==> src/hdl/imf_pkg.sv <==
package imf_pkg;
  // bus geometry
  localparam int ADDR_W = 12;
  localparam logic [1:0] RESP_OKAY = 2'h0;
  localparam logic [1:0] RESP_SLVERR = 2'h2;
  // register indices; byte address is four times the index
  localparam logic [7:0] IDX_CEIL = 8'h69;
  localparam logic [7:0] IDX_MISC = 8'h6a;
  localparam logic [7:0] IDX_IRQ_STAT = 8'h70;
  localparam logic [7:0] IDX_IRQ_MASK = 8'h71;
  localparam logic [11:0] ADDR_CEIL = {2'h0, IDX_CEIL, 2'h0};
  localparam logic [11:0] ADDR_MISC = {2'h0, IDX_MISC, 2'h0};
  localparam logic [11:0] ADDR_IRQ_STAT = {2'h0, IDX_IRQ_STAT, 2'h0};
  localparam logic [11:0] ADDR_IRQ_MASK = {2'h0, IDX_IRQ_MASK, 2'h0};
  // memory_ceiling_forwarding fields
  localparam int CEIL_MSB = 7;
  localparam int CEIL_LSB = 4;
  localparam int LBIOS_EN_BIT = 3;
  localparam int VGA_EN_BIT = 2;
  localparam int LOW512_EN_BIT = 1;
  localparam logic [7:0] CEIL_RST = 8'h02;
  localparam logic [7:0] CEIL_WMASK = 8'hfe;
  // misc_status_control fields
  localparam int MISC_SERR_BIT = 15;
  localparam int MISC_RETRY_BIT = 7;
  localparam logic [15:0] MISC_RST = 16'h0000;
  // interrupt status bits
  localparam int IRQ_W = 2;
  localparam int IRQ_DT_BIT = 0;
  localparam int IRQ_FWD_BIT = 1;
  localparam logic [1:0] IRQ_RST = 2'h0;
  // legacy regions of the 24-bit isa space
  localparam logic [23:0] LOW512_LO = 24'h080000;
  localparam logic [23:0] LOW512_HI = 24'h09ffff;
  localparam logic [23:0] VGA_LO = 24'h0a0000;
  localparam logic [23:0] VGA_HI = 24'h0bffff;
  localparam logic [23:0] LBIOS_LO = 24'h0e0000;
  localparam logic [23:0] LBIOS_HI = 24'h0effff;

  typedef enum logic [1:0] {
    IMF_S_IDLE = 2'h0,
    IMF_S_RESP = 2'h1
  } imf_resp_state_t;

  function automatic logic imf_in_range(input logic [23:0] a,
                                        input logic [23:0] lo,
                                        input logic [23:0] hi);
    return (a >= lo) && (a <= hi);
  endfunction
endpackage

==> src/hdl/imf_reg_if.sv <==
`timescale 1ns/1ps
interface imf_reg_if;
  logic wr_en;
  logic [11:0] wr_addr;
  logic [31:0] wr_data;
  logic [3:0] wr_strb;
  logic wr_err;
  logic rd_en;
  logic [11:0] rd_addr;
  logic [31:0] rd_data;
  logic rd_err;
  modport slv (
    output wr_en, wr_addr, wr_data, wr_strb, rd_en, rd_addr,
    input wr_err, rd_data, rd_err
  );
  modport regs (
    input wr_en, wr_addr, wr_data, wr_strb, rd_en, rd_addr,
    output wr_err, rd_data, rd_err
  );
endinterface

==> src/hdl/imf_axil_slave.sv <==
`timescale 1ns/1ps
module imf_axil_slave (
  // clock and reset
  input wire logic aclk,
  input wire logic aresetn,
  // write channels
  input wire logic [11:0] s_axi_awaddr,
  input wire logic s_axi_awvalid,
  output logic s_axi_awready,
  input wire logic [31:0] s_axi_wdata,
  input wire logic [3:0] s_axi_wstrb,
  input wire logic s_axi_wvalid,
  output logic s_axi_wready,
  output logic [1:0] s_axi_bresp,
  output logic s_axi_bvalid,
  input wire logic s_axi_bready,
  // read channels
  input wire logic [11:0] s_axi_araddr,
  input wire logic s_axi_arvalid,
  output logic s_axi_arready,
  output logic [31:0] s_axi_rdata,
  output logic [1:0] s_axi_rresp,
  output logic s_axi_rvalid,
  input wire logic s_axi_rready,
  // register side
  imf_reg_if.slv bus
);
  imf_pkg::imf_resp_state_t wr_state;
  logic [11:0] awaddr_q;
  logic [31:0] wdata_q;
  logic [3:0] wstrb_q;

  // a ready low means its channel holds an item
  assign bus.wr_en = !s_axi_awready && !s_axi_wready &&
                     (wr_state == imf_pkg::IMF_S_IDLE);
  assign bus.wr_addr = awaddr_q;
  assign bus.wr_data = wdata_q;
  assign bus.wr_strb = wstrb_q;
  assign bus.rd_en = s_axi_arvalid && s_axi_arready;
  assign bus.rd_addr = s_axi_araddr;

  always_ff @(posedge aclk) begin
    if (!aresetn) begin
      s_axi_awready <= 1'b1;
      s_axi_wready <= 1'b1;
      awaddr_q <= 12'h000;
      wdata_q <= 32'h0000_0000;
      wstrb_q <= 4'h0;
    end else begin
      if (s_axi_awvalid && s_axi_awready) begin
        s_axi_awready <= 1'b0;
        awaddr_q <= s_axi_awaddr;
      end
      if (s_axi_wvalid && s_axi_wready) begin
        s_axi_wready <= 1'b0;
        wdata_q <= s_axi_wdata;
        wstrb_q <= s_axi_wstrb;
      end
      if (bus.wr_en) begin
        s_axi_awready <= 1'b1;
        s_axi_wready <= 1'b1;
      end
    end
  end

  always_ff @(posedge aclk) begin
    if (!aresetn) begin
      wr_state <= imf_pkg::IMF_S_IDLE;
      s_axi_bvalid <= 1'b0;
      s_axi_bresp <= 2'h0;
    end else begin
      case (wr_state)
        imf_pkg::IMF_S_IDLE: begin
          if (bus.wr_en) begin
            wr_state <= imf_pkg::IMF_S_RESP;
            s_axi_bvalid <= 1'b1;
            s_axi_bresp <= bus.wr_err ? imf_pkg::RESP_SLVERR
                                      : imf_pkg::RESP_OKAY;
          end
        end
        default: begin
          if (s_axi_bready) begin
            wr_state <= imf_pkg::IMF_S_IDLE;
            s_axi_bvalid <= 1'b0;
          end
        end
      endcase
    end
  end

  // data captured at the address handshake so read side effects match it
  always_ff @(posedge aclk) begin
    if (!aresetn) begin
      s_axi_arready <= 1'b1;
      s_axi_rvalid <= 1'b0;
      s_axi_rdata <= 32'h0000_0000;
      s_axi_rresp <= 2'h0;
    end else if (bus.rd_en) begin
      s_axi_arready <= 1'b0;
      s_axi_rvalid <= 1'b1;
      s_axi_rdata <= bus.rd_data;
      s_axi_rresp <= bus.rd_err ? imf_pkg::RESP_SLVERR : imf_pkg::RESP_OKAY;
    end else if (s_axi_rvalid && s_axi_rready) begin
      s_axi_rvalid <= 1'b0;
      s_axi_arready <= 1'b1;
    end
  end
endmodule

==> src/hdl/imf_fwd_decode.sv <==
`timescale 1ns/1ps
module imf_fwd_decode (
  // access
  input wire logic [23:0] addr,
  input wire logic in_hole,
  // controls
  input wire logic [7:0] ceil_reg,
  input wire logic bios_cs_contain,
  // decision
  output logic to_pci
);
  logic below_ceil;

  // n selects n+1 mbytes
  assign below_ceil = addr[23:20] <= ceil_reg[imf_pkg::CEIL_MSB:
                                               imf_pkg::CEIL_LSB];

  always_comb begin
    // default keeps cycle on isa
    to_pci = 1'b0;
    if (in_hole) begin
      to_pci = 1'b0;
    end else if (imf_pkg::imf_in_range(addr, imf_pkg::LBIOS_LO,
                                       imf_pkg::LBIOS_HI)) begin
      // lower bios, chip-select override
      to_pci = ceil_reg[imf_pkg::LBIOS_EN_BIT] && !bios_cs_contain;
    end else if (imf_pkg::imf_in_range(addr, imf_pkg::VGA_LO,
                                       imf_pkg::VGA_HI)) begin
      // a0000 region
      to_pci = ceil_reg[imf_pkg::VGA_EN_BIT];
    end else if (imf_pkg::imf_in_range(addr, imf_pkg::LOW512_LO,
                                       imf_pkg::LOW512_HI)) begin
      // 80000 region
      to_pci = ceil_reg[imf_pkg::LOW512_EN_BIT];
    end else begin
      // below ceiling, outside hole
      to_pci = below_ceil;
    end
  end
endmodule

==> src/hdl/imf_top.sv <==
`timescale 1ns/1ps
// Notes on behaviour
// Bits 7:4 set memory ceiling; value n means n+1 Mbytes.
// Access below ceiling and outside hole goes to PCI.
// Bit 3 forwards E0000-EFFFF accesses to PCI, else ISA.
// BIOS chip-select bit 6 set keeps lower BIOS accesses on ISA.
// Bit 2 forwards A0000-BFFFF accesses to PCI, else ISA.
// Bit 1 forwards 80000-9FFFF accesses to PCI, else ISA.
// Discard-timer SERR sets misc status bit 15.
// Writing one clears bit 15; writing zero leaves it.
// Retry bit 7 set: plain retry for CPU non-locked cycles.
// Software sets retry only with nothing pending, release active.
// Retry bit clear: CPU cycles accepted normally.
// Access no enabled condition selects stays on ISA.
module imf_top (
  // clock and reset
  input wire logic aclk,
  input wire logic aresetn,
  // register bus
  input wire logic [11:0] s_axi_awaddr,
  input wire logic s_axi_awvalid,
  output logic s_axi_awready,
  input wire logic [31:0] s_axi_wdata,
  input wire logic [3:0] s_axi_wstrb,
  input wire logic s_axi_wvalid,
  output logic s_axi_wready,
  output logic [1:0] s_axi_bresp,
  output logic s_axi_bvalid,
  input wire logic s_axi_bready,
  input wire logic [11:0] s_axi_araddr,
  input wire logic s_axi_arvalid,
  output logic s_axi_arready,
  output logic [31:0] s_axi_rdata,
  output logic [1:0] s_axi_rresp,
  output logic s_axi_rvalid,
  input wire logic s_axi_rready,
  // isa master / dma memory access
  input wire logic isa_mem_valid,
  input wire logic [23:0] isa_mem_addr,
  input wire logic isa_in_hole,
  input wire logic bios_cs_contain,
  output logic fwd_valid,
  output logic fwd_to_pci,
  // delayed transaction time-out
  input wire logic dt_discard_expired,
  output logic serr_n,
  // cpu-initiated pci cycles
  input wire logic cpu_cyc_valid,
  input wire logic cpu_cyc_lock,
  output logic cpu_plain_retry,
  output logic cpu_normal,
  // interrupt
  output logic irq
);
  imf_reg_if bus ();

  logic [7:0] memory_ceiling_forwarding;
  logic serr_flag;
  logic retry_en;
  logic [1:0] irq_stat;
  logic [1:0] irq_mask;
  logic dec_to_pci;
  logic wr_ceil;
  logic wr_misc;
  logic wr_mask;
  logic rd_stat;
  logic [1:0] irq_events;
  logic [15:0] misc_status_control;

  imf_axil_slave i_imf_axil_slave (
    .aclk(aclk),
    .aresetn(aresetn),
    .s_axi_awaddr(s_axi_awaddr),
    .s_axi_awvalid(s_axi_awvalid),
    .s_axi_awready(s_axi_awready),
    .s_axi_wdata(s_axi_wdata),
    .s_axi_wstrb(s_axi_wstrb),
    .s_axi_wvalid(s_axi_wvalid),
    .s_axi_wready(s_axi_wready),
    .s_axi_bresp(s_axi_bresp),
    .s_axi_bvalid(s_axi_bvalid),
    .s_axi_bready(s_axi_bready),
    .s_axi_araddr(s_axi_araddr),
    .s_axi_arvalid(s_axi_arvalid),
    .s_axi_arready(s_axi_arready),
    .s_axi_rdata(s_axi_rdata),
    .s_axi_rresp(s_axi_rresp),
    .s_axi_rvalid(s_axi_rvalid),
    .s_axi_rready(s_axi_rready),
    .bus(bus.slv)
  );

  imf_fwd_decode i_imf_fwd_decode (
    .addr(isa_mem_addr),
    .in_hole(isa_in_hole),
    .ceil_reg(memory_ceiling_forwarding),
    .bios_cs_contain(bios_cs_contain),
    .to_pci(dec_to_pci)
  );

  assign wr_ceil = bus.wr_en && (bus.wr_addr == imf_pkg::ADDR_CEIL);
  assign wr_misc = bus.wr_en && (bus.wr_addr == imf_pkg::ADDR_MISC);
  assign wr_mask = bus.wr_en && (bus.wr_addr == imf_pkg::ADDR_IRQ_MASK);
  assign rd_stat = bus.rd_en && (bus.rd_addr == imf_pkg::ADDR_IRQ_STAT);
  assign misc_status_control = {serr_flag, 7'h00, retry_en, 7'h00};

  // register read mux; reserved bits read zero
  always_comb begin
    bus.rd_err = 1'b0;
    if (bus.rd_addr == imf_pkg::ADDR_CEIL) begin
      bus.rd_data = {24'h000000, memory_ceiling_forwarding};
    end else if (bus.rd_addr == imf_pkg::ADDR_MISC) begin
      bus.rd_data = {16'h0000, misc_status_control};
    end else if (bus.rd_addr == imf_pkg::ADDR_IRQ_STAT) begin
      bus.rd_data = {30'h0, irq_stat};
    end else if (bus.rd_addr == imf_pkg::ADDR_IRQ_MASK) begin
      bus.rd_data = {30'h0, irq_mask};
    end else begin
      bus.rd_data = 32'h0000_0000;
      bus.rd_err = 1'b1;
    end
  end

  assign bus.wr_err = !((bus.wr_addr == imf_pkg::ADDR_CEIL) ||
                        (bus.wr_addr == imf_pkg::ADDR_MISC) ||
                        (bus.wr_addr == imf_pkg::ADDR_IRQ_STAT) ||
                        (bus.wr_addr == imf_pkg::ADDR_IRQ_MASK));

  // ceiling and region enables; bit 0 reserved
  always_ff @(posedge aclk) begin
    if (!aresetn) begin
      memory_ceiling_forwarding <= imf_pkg::CEIL_RST;
    end else if (wr_ceil && bus.wr_strb[0]) begin
      memory_ceiling_forwarding <= bus.wr_data[7:0] & imf_pkg::CEIL_WMASK;
    end
  end

  // sticky time-out flag, a new event beats the clear
  always_ff @(posedge aclk) begin
    if (!aresetn) begin
      serr_flag <= imf_pkg::MISC_RST[imf_pkg::MISC_SERR_BIT];
    end else if (dt_discard_expired) begin
      serr_flag <= 1'b1;
    end else if (wr_misc && bus.wr_strb[1] &&
                 bus.wr_data[imf_pkg::MISC_SERR_BIT]) begin
      serr_flag <= 1'b0;
    end
  end

  // plain retry enable
  always_ff @(posedge aclk) begin
    if (!aresetn) begin
      retry_en <= imf_pkg::MISC_RST[imf_pkg::MISC_RETRY_BIT];
    end else if (wr_misc && bus.wr_strb[0]) begin
      retry_en <= bus.wr_data[imf_pkg::MISC_RETRY_BIT];
    end
  end

  // serr pin pulses low for the expiry
  always_ff @(posedge aclk) begin
    if (!aresetn) begin
      serr_n <= 1'b1;
    end else begin
      serr_n <= !dt_discard_expired;
    end
  end

  // registered forwarding decision
  always_ff @(posedge aclk) begin
    if (!aresetn) begin
      fwd_valid <= 1'b0;
      fwd_to_pci <= 1'b0;
    end else begin
      fwd_valid <= isa_mem_valid;
      fwd_to_pci <= isa_mem_valid && dec_to_pci;
    end
  end

  // cpu cycle answer; relies on software keeping
  always_ff @(posedge aclk) begin
    if (!aresetn) begin
      cpu_plain_retry <= 1'b0;
      cpu_normal <= 1'b0;
    end else begin
      cpu_plain_retry <= cpu_cyc_valid && retry_en && !cpu_cyc_lock;
      cpu_normal <= cpu_cyc_valid && !(retry_en && !cpu_cyc_lock);
    end
  end

  // read clears, but an event in the same cycle survives
  assign irq_events = {isa_mem_valid && dec_to_pci, dt_discard_expired};

  always_ff @(posedge aclk) begin
    if (!aresetn) begin
      irq_stat <= imf_pkg::IRQ_RST;
    end else if (rd_stat) begin
      irq_stat <= irq_events;
    end else begin
      irq_stat <= irq_stat | irq_events;
    end
  end

  always_ff @(posedge aclk) begin
    if (!aresetn) begin
      irq_mask <= imf_pkg::IRQ_RST;
    end else if (wr_mask && bus.wr_strb[0]) begin
      irq_mask <= bus.wr_data[1:0];
    end
  end

  // one cycle behind status so the pin is a flop
  always_ff @(posedge aclk) begin
    if (!aresetn) begin
      irq <= 1'b0;
    end else begin
      irq <= |(irq_stat & irq_mask);
    end
  end
endmodule

==> config.mk <==
export PLATFORM = sky130hd
export DESIGN_NAME = imf_top
export DESIGN_NICKNAME = d
export VERILOG_FILES = /design/src/hdl/imf_pkg.sv /design/src/hdl/imf_reg_if.sv /design/src/hdl/imf_axil_slave.sv /design/src/hdl/imf_fwd_decode.sv /design/src/hdl/imf_top.sv
export SDC_FILE = /design/constraint.sdc
export NUM_CORES = 1
export LEC_CHECK = 0
export ABC_AREA = 0
export BUFFER_PORTS_ARGS = -buffer_cell sky130_fd_sc_hd__buf_2
export CAP_MARGIN = 20
export CORE_ASPECT_RATIO = 0.75
export CORE_MARGIN = 2
export CORE_UTILIZATION = 40
export DETAILED_ROUTE_END_ITERATION = 10
export PLACE_DENSITY = 0.73
export SYNTH_ARGS = -nofsm -noshare
export SYNTH_HDL_FRONTEND = slang
export SYNTH_SLANG_ARGS = --single-unit
==> constraint.sdc <==
create_clock -name aclk -period 2.2 [get_ports aclk]
set_clock_uncertainty 0.2 [all_clocks]
set_input_delay 0.44 -clock aclk [delete_from_list [all_inputs] [get_ports aclk]]
set_output_delay 0.44 -clock aclk [all_outputs]
set_load 0.02 [all_outputs]
---- After elaboration in Yosys (flattened, before gate mapping) ----
Index checks and enable logic that the tools add are counted.
word-level totals
  bits of input ports ..................... 97
  bits in latches ......................... 0
  bits in read-only memories .............. 0
  output and inout bits ................... 47
  memories kept ........................... 0
  RAM bits ................................ 0
  bits in registers ....................... 92
operators by class
  $add $sub $neg .......................... 0
  eq/ne operators ......................... 9
  shifts and indexed selects .............. 0
  multipliers ............................. 0
  reduce and logical (&&, ||, !) cells .... 41
  mux-type cells .......................... 27
  div/mod/pow operators ................... 0
  $lt $le $gt $ge ......................... 7
  bitwise operators ....................... 3
operator list
  operator                                                          count
  == test 12 x 9 -> 1 bit, second input constant                    8
  >= comparator 24 x 20 -> 1 bit, second input constant             3
  less-or-equal comparator 24 x 20 -> 1 bit, second input constant  3
  2-to-1 mux 16 bit                                                 2
  logical AND 1 bit                                                 24
  2-to-1 mux 1 bit                                                  17
  2-to-1 mux 2 bit                                                  8
  logical NOT 1 bit                                                 6
  nonzero test 2 bit                                                3
  less-or-equal comparator 4 bit                                    1
  AND reduction 2 bit                                               2
  OR reduction 2 bit                                                2
  logical OR 1 bit                                                  3
  bitwise AND 2 bit                                                 1
  logical NOT 2 bit                                                 1
  inequality test 2 bit, second input constant                      1
  OR 2 bit                                                          1
  inverter 1 bit                                                    1

---- Logic depth before layout (Yosys ltp) ----
Gate-level depths: netlist (run 1).
  depth in word-level cells ............... 9
  depth in mapped cells ................... 7

---- By module ----
A second synthesis (run 1) with hierarchy kept.
second synthesis, totals
  cell total of the unflattened synthesis .. 546
  area, all modules ....................... 4957.3 um^2
by module, submodules not included
  module          cells an instance  seq. area each (um^2)  area an instance (um^2)  times used
  imf_axil_slave  407                1741.7                 3788.6                   1
  imf_top         114                380.4                  994.7                    1
  imf_fwd_decode  25                 0.0                    173.9                    1

---- Worst setup path after synthesis (run 1) ----
No wires, ideal clock.
  kind .................................... reg2reg
  start point ............................. register i_imf_axil_slave.s_axi_awready
  end point ............................... register memory_ceiling_forwarding[1]
  arrival time ............................ 1.468 ns
  cell stages (with the launch flop) ...... 7
  slack ................................... 0.406 ns
  data required time ...................... 1.874 ns
  setup time .............................. 0.126 ns
  cells stage by stage .................... dfxtp_1 nor3_2 nand3_4 nor4b_4 buf_6 mux2i_1 nand2_1
on the way
  word-level cells in the longest chain between the ends .. 5
ends and longest elaborated chain
  what                             line                  text
  from (decl)                      imf_axil_slave.sv:9   output logic s_axi_awready,
  from (signal assigned)           imf_axil_slave.sv:44  s_axi_awready <= 1'b1;
  from (signal assigned)           imf_axil_slave.sv:51  s_axi_awready <= 1'b0;
  from (signal assigned)           imf_axil_slave.sv:60  s_axi_awready <= 1'b1;
  logical NOT 1 bit                imf_axil_slave.sv:34  assign bus.wr_en = !s_axi_awready && !s_axi_wready &&
  logical AND 1 bit (2 in series)  imf_axil_slave.sv:34
  logical AND 1 bit                imf_top.sv:101        assign wr_ceil = bus.wr_en && (bus.wr_addr == imf_pkg::ADDR_CEIL);
  logical AND 1 bit                imf_top.sv:133        end else if (wr_ceil && bus.wr_strb[0]) begin
  to (signal assigned)             imf_top.sv:132        memory_ceiling_forwarding <= imf_pkg::CEIL_RST;
  to (signal assigned)             imf_top.sv:134        memory_ceiling_forwarding <= bus.wr_data[7:0] & imf_pkg::CEIL_WMASK;
  to (decl)                        imf_top.sv:57         logic [7:0] memory_ceiling_forwarding;
Every way passes these cells.
A chain may end at the register's enable or synchronous reset.

---- Final worst setup path (run 1) ----
  start point ............................. register i_imf_axil_slave.s_axi_awready
  end point ............................... register memory_ceiling_forwarding[3]
Same word-level chain as after synthesis.

==> results of run 1 <==
==> power by group <==
| part | total (mW) | switching (mW) | internal (mW) |
|---|---|---|---|
| Combinational | 0.268 | 0.162 | 0.106 |
| Sequential | 1.13 | 0.0329 | 1.09 |
| Clock | 1.04 | 0.392 | 0.648 |
==> worst paths after layout <==
check	from	to	slack (ns)	cells past startpoint
setup / recovery	i_imf_axil_slave.s_axi_awready	memory_ceiling_forwarding[3]	0.29	6
hold / removal	cpu_cyc_lock	cpu_plain_retry	0.08	2
setup reg to reg	i_imf_axil_slave.s_axi_awready	memory_ceiling_forwarding[3]	0.29	6
hold reg to reg	i_imf_axil_slave.bus.wr_data[0]	i_imf_axil_slave.bus.wr_data[0]	0.26	2
==> layout make-up <==
class	instances	area, sq um	area share (%)
multi-input combinational	224	1390	42.0
tap	84	105	3.17
clock buffer	15	186	5.62
clock inverter	1	30.0	0.905
inverter	9	33.8	1.02
sequential	58	1160	35.0
timing repair buffer	80	408	12.3
==> metrics by stage <==
step / hold WS (ns) / power [mW]
after CTS: 0.0595 / 2.47
after global placement: 0.243 / 1.41
after global routing: 0.0566 / 2.55
after floorplan: 0.235 / 1.35
final: 0.0802 / 2.43
after detailed placement: 0.248 / 1.42
==> per-layer routing <==
layer  global-route usage [%]  routed length (um)
met4                     7.31                  36
met1                     19.6                2690
met3                     5.50                 366
met2                     23.4                2520
met5                        0                   0
==> flip-flops by register name (all words and copies together) (netlist names), 2 cells and up <==
register	flops
irq_stat	2
memory_ceiling_forwarding	7
i_imf_axil_slave.bus.wr_strb	2
i_imf_axil_slave.s_axi_rdata	9
i_imf_axil_slave.bus.wr_addr	12
irq_mask	2
i_imf_axil_slave.bus.wr_data	9
==> kinds of logic after synthesis <==
kind of cell | share of synthesized area, %
AO/OA/AOI/OAI | 14.5
adder cells (fa/ha/maj) | 1.83
buffers and inverters | 10.0
flip-flops | 42.4
multiplexers | 4.39
other | 0.137
AND/OR/NAND/NOR | 26.7
==> cell usage after synthesis (2+ instances only) <==
master / n / share of area [%]
dfxtp_1: 58 / 42
nand2_1: 57 / 7.8
a21boi_1: 27 / 7.4
buf_4: 25 / 6.9
nor2b_1: 20 / 4.6
a21oi_1: 13 / 2.4
mux2i_1: 12 / 4.4
clkbuf_1: 11 / 1.5
inv_1: 9 / 1.2
nand2b_1: 9 / 2.1
a22oi_1: 7 / 1.9
nor2_1: 7 / 0.96
o21ai_0: 7 / 1.3
nor3_1: 5 / 0.91
and2_1: 4 / 0.91
ha_1: 4 / 1.8
nand3_1: 3 / 0.55
nand4_1: 3 / 0.69
nor4b_4: 3 / 2.6
nand3b_1: 2 / 0.55
nor3b_1: 2 / 0.55
nor4_4: 2 / 1.6
or3_1: 2 / 0.46
==> worst max-delay path: stages, from the launching register on <==
cell and delay [ns]:
dfxtp_1 0.36, nor3_2 0.31, nand3_4 0.16, nor4b_4 0.27
buf_4 0.22, mux2i_1 0.21, nor2b_1 0.06
==> flow_summary.json, run 1 <==
{
  "design.die.area_sq_um": 7530,
  "max-clock-path-buffers": 2,
  "crit_type": "flip-flop to flip-flop",
  "utilization_pct": 49.3,
  "cts_root_buf": "clkbuf_8",
  "wirelength_um": 5610,
  "start_util_pct": 40.7,
  "grtUsageTotal_pct": 15.3,
  "ys_seq_area_share_pct": 42.4,
  "max-vdd-ir-drop_mv": 0.303,
  "clkTransAtPathRegs_ns": 0.06,
  "port_buffers": 77,
  "hold_viol": 0,
  "numCtsBuffers": 9,
  "h-tree-depth": 3,
  "die_w_um": 99.6,
  "drt_iter0_drc": 68,
  "grt_pass1_vias": 1939,
  "cts_tree": "done",
  "placed_cell_area_sq_um": 3100,
  "crit_fanout": 7,
  "drive_gt1_share_pct": 26.6,
  "crit_arrival_ns": 1.92,
  "period_minus_slack_ns": 1.91,
  "fillCellCount": 671,
  "status": "completed",
  "dp_hpwl_um": 4220,
  "placedCellCount": 455,
  "clock_latency_ns": 0.33,
  "grt_pass1_wl_um": 8940,
  "wl_per_cell_um": 11.9,
  "vias_per_cell": 4.70,
  "gp_congestion": 0.814,
  "synth_area_per_cell_sq_um": 9.01,
  "synth_flop_cell": "dfxtp_1",
  "post-cts-setup-buffers": 0,
  "worstPathRequired_ns": 2.22,
  "fmax_ghz": 0.525,
  "pin_count": 144,
  "setup_viol": 0,
  "antenna_left": 0,
  "tns_ns": 0,
  "rsz0062_at_grt": "no",
  "syn_area_sq_um": 2740,
  "layout_common_cells": "buf_2, dfxtp_1, nand2_1, a21boi_1, conb_1",
  "grt_max_degree": 56,
  "core-area_sq_um": 6730,
  "worstHoldPathType": "primary input to flip-flop",
  "cts_resized": 0,
  "final_cells": 471,
  "firstDrtPassIters": 4,
  "ys_ff_latch": 58,
  "drv_cap": 0,
  "finalCritPeriodShare_pct": 86.6,
  "final_common_cell": "buf_2",
  "antenna_cells": 0,
  "antenna_found_initial": 0,
  "area_growth_pct": 21.2,
  "row_count": 26,
  "design_area_sq_um": 3320,
  "synth.distinct_cells": 35,
  "leakagePower_nw": 1.39,
  "drc": 0,
  "die_y_um": 75.7,
  "syn_inst": 304,
  "gr-total-overflow": 0,
  "slew_viol_final": 0,
  "yosys_warnings": 0,
  "pwr_density_cell_nw_per_um2": 734,
  "vias": 2216,
  "dp_slack_ns": 0.111,
  "async_flop_share_pct": 0,
  "ctsHoldBuffers": 0,
  "timing.final.ws_setup_ns": 0.295,
  "cts_sinks": 58,
  "worstSetupStartpointType": "flip-flop",
  "end_kind": "flip-flop",
  "synth_edf_count": 0,
  "nets": 483
}
No activity file was read; power rests on OpenSTA's default activity.
==> run 2, diff against run 1 <==
- HOLD_SLACK_MARGIN: unset -> 0.05
- PLACE_DENSITY: 0.73 -> 0.72
==> flow_summary.json, run 2 (synthesis results as in run 1) <==
{
  "status": "completed",
  "wirelength_um": 5680,
  "post-cts-setup-buffers": 0,
  "row_count": 26,
  "die_y_um": 75.7,
  "crit_fanout": 7,
  "nets": 483,
  "worstHoldPathType": "primary input to flip-flop",
  "core-area_sq_um": 6730,
  "grt_max_degree": 56,
  "layout_common_cells": "buf_2, dfxtp_1, nand2_1, a21boi_1, conb_1",
  "port_buffers": 77,
  "start_util_pct": 40.7,
  "design.die.area_sq_um": 7530,
  "tns_ns": 0,
  "leakagePower_nw": 1.39,
  "max-clock-path-buffers": 2,
  "power.internal_mw": 1.86,
  "final_common_cell": "buf_2",
  "area_growth_pct": 21.2,
  "grt_pass1_vias": 2108,
  "largest_register_ffs": 12,
  "worstSetupStartpointType": "flip-flop",
  "power_switching_mw": 0.594,
  "crit_start": "i_imf_axil_slave.bus.wr_addr[9]",
  "grt_pass1_wl_um": 9310,
  "gr-total-overflow": 0,
  "vias": 2231,
  "cts_resized": 0,
  "cts_root_buf": "clkbuf_8",
  "r2r_slack_ns": 0.26,
  "drive_gt1_share_pct": 26.9,
  "multi_input_area_sq_um": 1390,
  "rr_worst_depth": 6,
  "fmax_ghz": 0.517,
  "p_comb_share_pct": 10.9,
  "rsz0062_at_grt": "no",
  "wl_per_cell_um": 12.1,
  "vias_per_cell": 4.74,
  "drv_cap": 0,
  "final_cells": 471,
  "total_power_mw": 2.46,
  "crit_type": "flip-flop to flip-flop",
  "period_minus_slack_ns": 1.94,
  "antenna_cells": 0,
  "pin_count": 144,
  "die_w_um": 99.6,
  "pwr_density_cell_nw_per_um2": 740,
  "drt_iter0_drc": 100,
  "placedCellCount": 455,
  "dp_slack_ns": 0.129,
  "gp_congestion": 0.744,
  "antenna_left": 0,
  "worstPathRequired_ns": 2.19,
  "h-tree-depth": 3,
  "firstDrtPassIters": 4,
  "clock_latency_ns": 0.33,
  "seqPwrFrac_pct": 45.8,
  "max-vdd-ir-drop_mv": 0.309,
  "grtUsageTotal_pct": 15.8,
  "switching_share_pct": 24.2,
  "setup_viol": 0,
  "placed_cell_area_sq_um": 3100,
  "drc": 0,
  "antenna_found_initial": 0,
  "design_area_sq_um": 3320,
  "numCtsBuffers": 9,
  "min-delay-start": "cpu_cyc_lock",
  "fillCellCount": 635,
  "end_kind": "flip-flop",
  "clkPwrFrac_pct": 43.3,
  "finalCritPeriodShare_pct": 88.0,
  "cts_sinks": 58,
  "crit_arrival_ns": 1.93,
  "ctsHoldBuffers": 0,
  "cts_tree": "done",
  "dp_hpwl_um": 4310,
  "regArea_sq_um": 1160,
  "hold_viol": 0,
  "clkTransAtPathRegs_ns": 0.07,
  "timing.rr.end": "memory_ceiling_forwarding[1]",
  "timing.final.ws_setup_ns": 0.265,
  "slew_viol_final": 0,
  "endpoint": "memory_ceiling_forwarding[1]",
  "reg2reg_from": "i_imf_axil_slave.bus.wr_addr[9]"
}
## run 2: how the worst min path moves through the flow
stage,to,slack (ns),depth (start not counted)
floorplan,i_imf_axil_slave.bus.wr_data[0],0.23,2
global placement,i_imf_axil_slave.s_axi_rdata[15],0.24,2
detailed placement,i_imf_axil_slave.s_axi_rdata[15],0.25,2
CTS,cpu_plain_retry,0.08,2
global route,cpu_plain_retry,0.07,2
finish,cpu_plain_retry,0.09,2
## run 2: per-layer routing
layer / part of all wire [%] / wire, um / global-route usage [%] / up-vias
li1: - / - / - / 1138
met2: 46 / 2630 / 26.6 / 62
met1: 46 / 2600 / 18.8 / 1026
met3: 7.1 / 403 / 6.42 / 5
met5: 0 / 0 / 0 / -
met4: 0.81 / 46 / 5.33 / 0
## run 2: power by group through the flow
stage | clock network (mW) | logic [mW] | registers (mW)
floorplan | 0 | 0.193 | 1.16
detailed placement | 0 | 0.270 | 1.15
global route | 1.13 | 0.302 | 1.13
global placement | 0 | 0.264 | 1.15
CTS | 1.09 | 0.271 | 1.13
finish | 1.06 | 0.269 | 1.13
## run 2: through the flow
stage	hold WS (ns)	utilization, %
2_1_floorplan	0.235	-
3_3_place_gp	0.242	46.1
3_5_place_dp	0.246	46.1
4_1_cts	0.0754	49.3
5_1_grt	0.0736	49.3
6_report	0.0932	49.3
## run 2: final cells by class
class	count	share of cell area [%]
Multi-Input combinational cell	224	42.0
Sequential cell	58	35.0
Timing Repair Buffer	80	12.3
Clock buffer	11	4.26
Tap cell	84	3.17
Clock inverter	5	2.34
Inverter	9	1.02
## run 2: critical path, stage by stage, from the launching register on
cell,delay (ns)
dfxtp_1,0.33
nor4b_4,0.35
nand3_4,0.16
nor4b_4,0.28
buf_4,0.22
mux2i_1,0.19
nand2_1,0.07
==> run 3, diff against run 2 <==
- CORE_MARGIN: 2 -> unset
- CORE_UTILIZATION: 40 -> 45
- PLACE_DENSITY: 0.72 -> 0.8
- SLEW_MARGIN: unset -> 20
==> flow_summary.json, run 3 (synthesis results as in run 1) <==
{
  "antenna_left": 0,
  "vias_per_cell": 4.82,
  "gp_congestion": 0.833,
  "cts_resized": 0,
  "grt_pass1_vias": 2097,
  "cp_slowest_cell": "nor4b_4",
  "cts_sinks": 58,
  "power.internal_mw": 1.66,
  "crit_arrival_ns": 1.94,
  "setup_viol": 0,
  "crit_fanout": 7,
  "final_common_cell": "buf_2",
  "pwr_density_cell_nw_per_um2": 687,
  "dp_hpwl_um": 4240,
  "timing.rr.end": "memory_ceiling_forwarding[1]",
  "h-tree-depth": 3,
  "clkPwrFrac_pct": 37.8,
  "seqPwrFrac_pct": 50.2,
  "firstDrtPassIters": 4,
  "worstPathRequired_ns": 2.21,
  "path_common_cell": "nor4b_4",
  "placedCellCount": 449,
  "crit_path_max_incr_delay_ns": 0.35,
  "numCtsBuffers": 9,
  "grt_pass1_wl_um": 9220,
  "period_minus_slack_ns": 1.93,
  "grt.busiest_layer": "met2",
  "end_kind": "flip-flop",
  "total_power_mw": 2.24,
  "clock_latency_ns": 0.34,
  "p_comb_share_pct": 12.0,
  "crit_type": "flip-flop to flip-flop",
  "gr-usage-met2_pct": 29.3,
  "pin_count": 144,
  "use_met3_pct": 7.35,
  "rsz0062_at_grt": "no",
  "drc": 0,
  "nets": 483,
  "start_util_pct": 46.8,
  "drt_iter0_drc": 82,
  "cp_top_family": "simple AND/OR/NAND/NOR gates",
  "post-cts-setup-buffers": 0,
  "die_w_um": 92.1,
  "row_count": 24,
  "min_to": "cpu_plain_retry",
  "die_y_um": 69.6,
  "worstHoldPathType": "primary input to flip-flop",
  "r2r_slack_ns": 0.27,
  "min-delay-start": "cpu_cyc_lock",
  "power_switching_mw": 0.587,
  "max-vdd-ir-drop_mv": 0.257,
  "area_growth_pct": 19.2,
  "max-clock-path-buffers": 2,
  "rr_worst_depth": 6,
  "whs_path_depth": 2,
  "largest_register_ffs": 12,
  "vias": 2237,
  "clkTransAtPathRegs_ns": 0.06,
  "core-area_sq_um": 5860,
  "slew_viol_final": 0,
  "ctsHoldBuffers": 0,
  "layout_common_cells": "buf_2, dfxtp_1, nand2_1, a21boi_1, conb_1",
  "switching_share_pct": 26.1,
  "grtUsageTotal_pct": 18.5,
  "drv_cap": 0,
  "leakagePower_nw": 1.37,
  "status": "completed",
  "wirelength_um": 5650,
  "final_cells": 464,
  "path_cells": "nor4b_4 -> nand3_4 -> nor4b_4 -> buf_4 -> mux2i_1 -> nand2_1",
  "hold_viol": 0,
  "worstSetupStartpointType": "flip-flop",
  "port_buffers": 77,
  "placed_cell_area_sq_um": 3090,
  "grt_max_degree": 56,
  "design_area_sq_um": 3260,
  "wl_per_cell_um": 12.2,
  "critPathBufInv": 1,
  "antenna_cells": 0,
  "design.die.area_sq_um": 6410,
  "cts_root_buf": "clkbuf_8",
  "reg2reg_from": "i_imf_axil_slave.bus.wr_addr[9]",
  "drive_gt1_share_pct": 26.7,
  "met1_usage_pct": 22.4,
  "tns_ns": 0,
  "finalCritPeriodShare_pct": 87.7,
  "cts_tree": "done",
  "fmax_ghz": 0.518,
  "gr-total-overflow": 0,
  "antenna_found_initial": 0
}
## run 3: worst max-delay path by stage
stage	slack, ns	depth (start not counted)	start	endpoint
floorplan	0.41	6	i_imf_axil_slave.s_axi_awready	memory_ceiling_forwarding[1]
global placement	0.14	6	s_axi_araddr[11]	i_imf_axil_slave.s_axi_rdata[7]
detailed placement	0.08	6	s_axi_araddr[11]	i_imf_axil_slave.s_axi_rdata[7]
CTS	0.26	6	i_imf_axil_slave.bus.wr_addr[9]	memory_ceiling_forwarding[1]
global route	0.15	6	i_imf_axil_slave.s_axi_awready	memory_ceiling_forwarding[1]
finish	0.27	6	i_imf_axil_slave.bus.wr_addr[9]	memory_ceiling_forwarding[1]
## run 3: layer usage
metal	part of all wire, %	vias to the layer above	routed length [um]
met3	6.7	10	376
met1	45	1019	2550
li1	-	1138	-
met2	47	70	2640
met4	1.6	0	89
met5	0	-	0
## run 3: stage by stage
stage	utilization, %	hold slack [ns]	worst slack (ns)
floorplan	-	0.235	0.406
global placement	52.8	0.240	0.140
detailed placement	52.8	0.247	0.0780
CTS	55.7	0.0673	0.259
global route	55.7	0.0735	0.152
finish	55.7	0.0807	0.270
## run 3: cell type report
cell class / count / area, sq um
Multi-Input combinational cell: 224 / 1390
Sequential cell: 58 / 1160
Tap cell: 78 / 97.6
Fill cell: 563 / 2590
Clock buffer: 12 / 155
Timing Repair Buffer: 80 / 408
Clock inverter: 3 / 15.0
Inverter: 9 / 33.8
## run 3: power groups by stage
stage / combinational, mW / sequential [mW] / clock [mW]
after global routing: 0.299 / 1.13 / 0.911
after global placement: 0.263 / 1.15 / 0
after floorplan: 0.193 / 1.16 / 0
after detailed placement: 0.270 / 1.15 / 0
after CTS: 0.271 / 1.13 / 0.873
final: 0.270 / 1.13 / 0.848
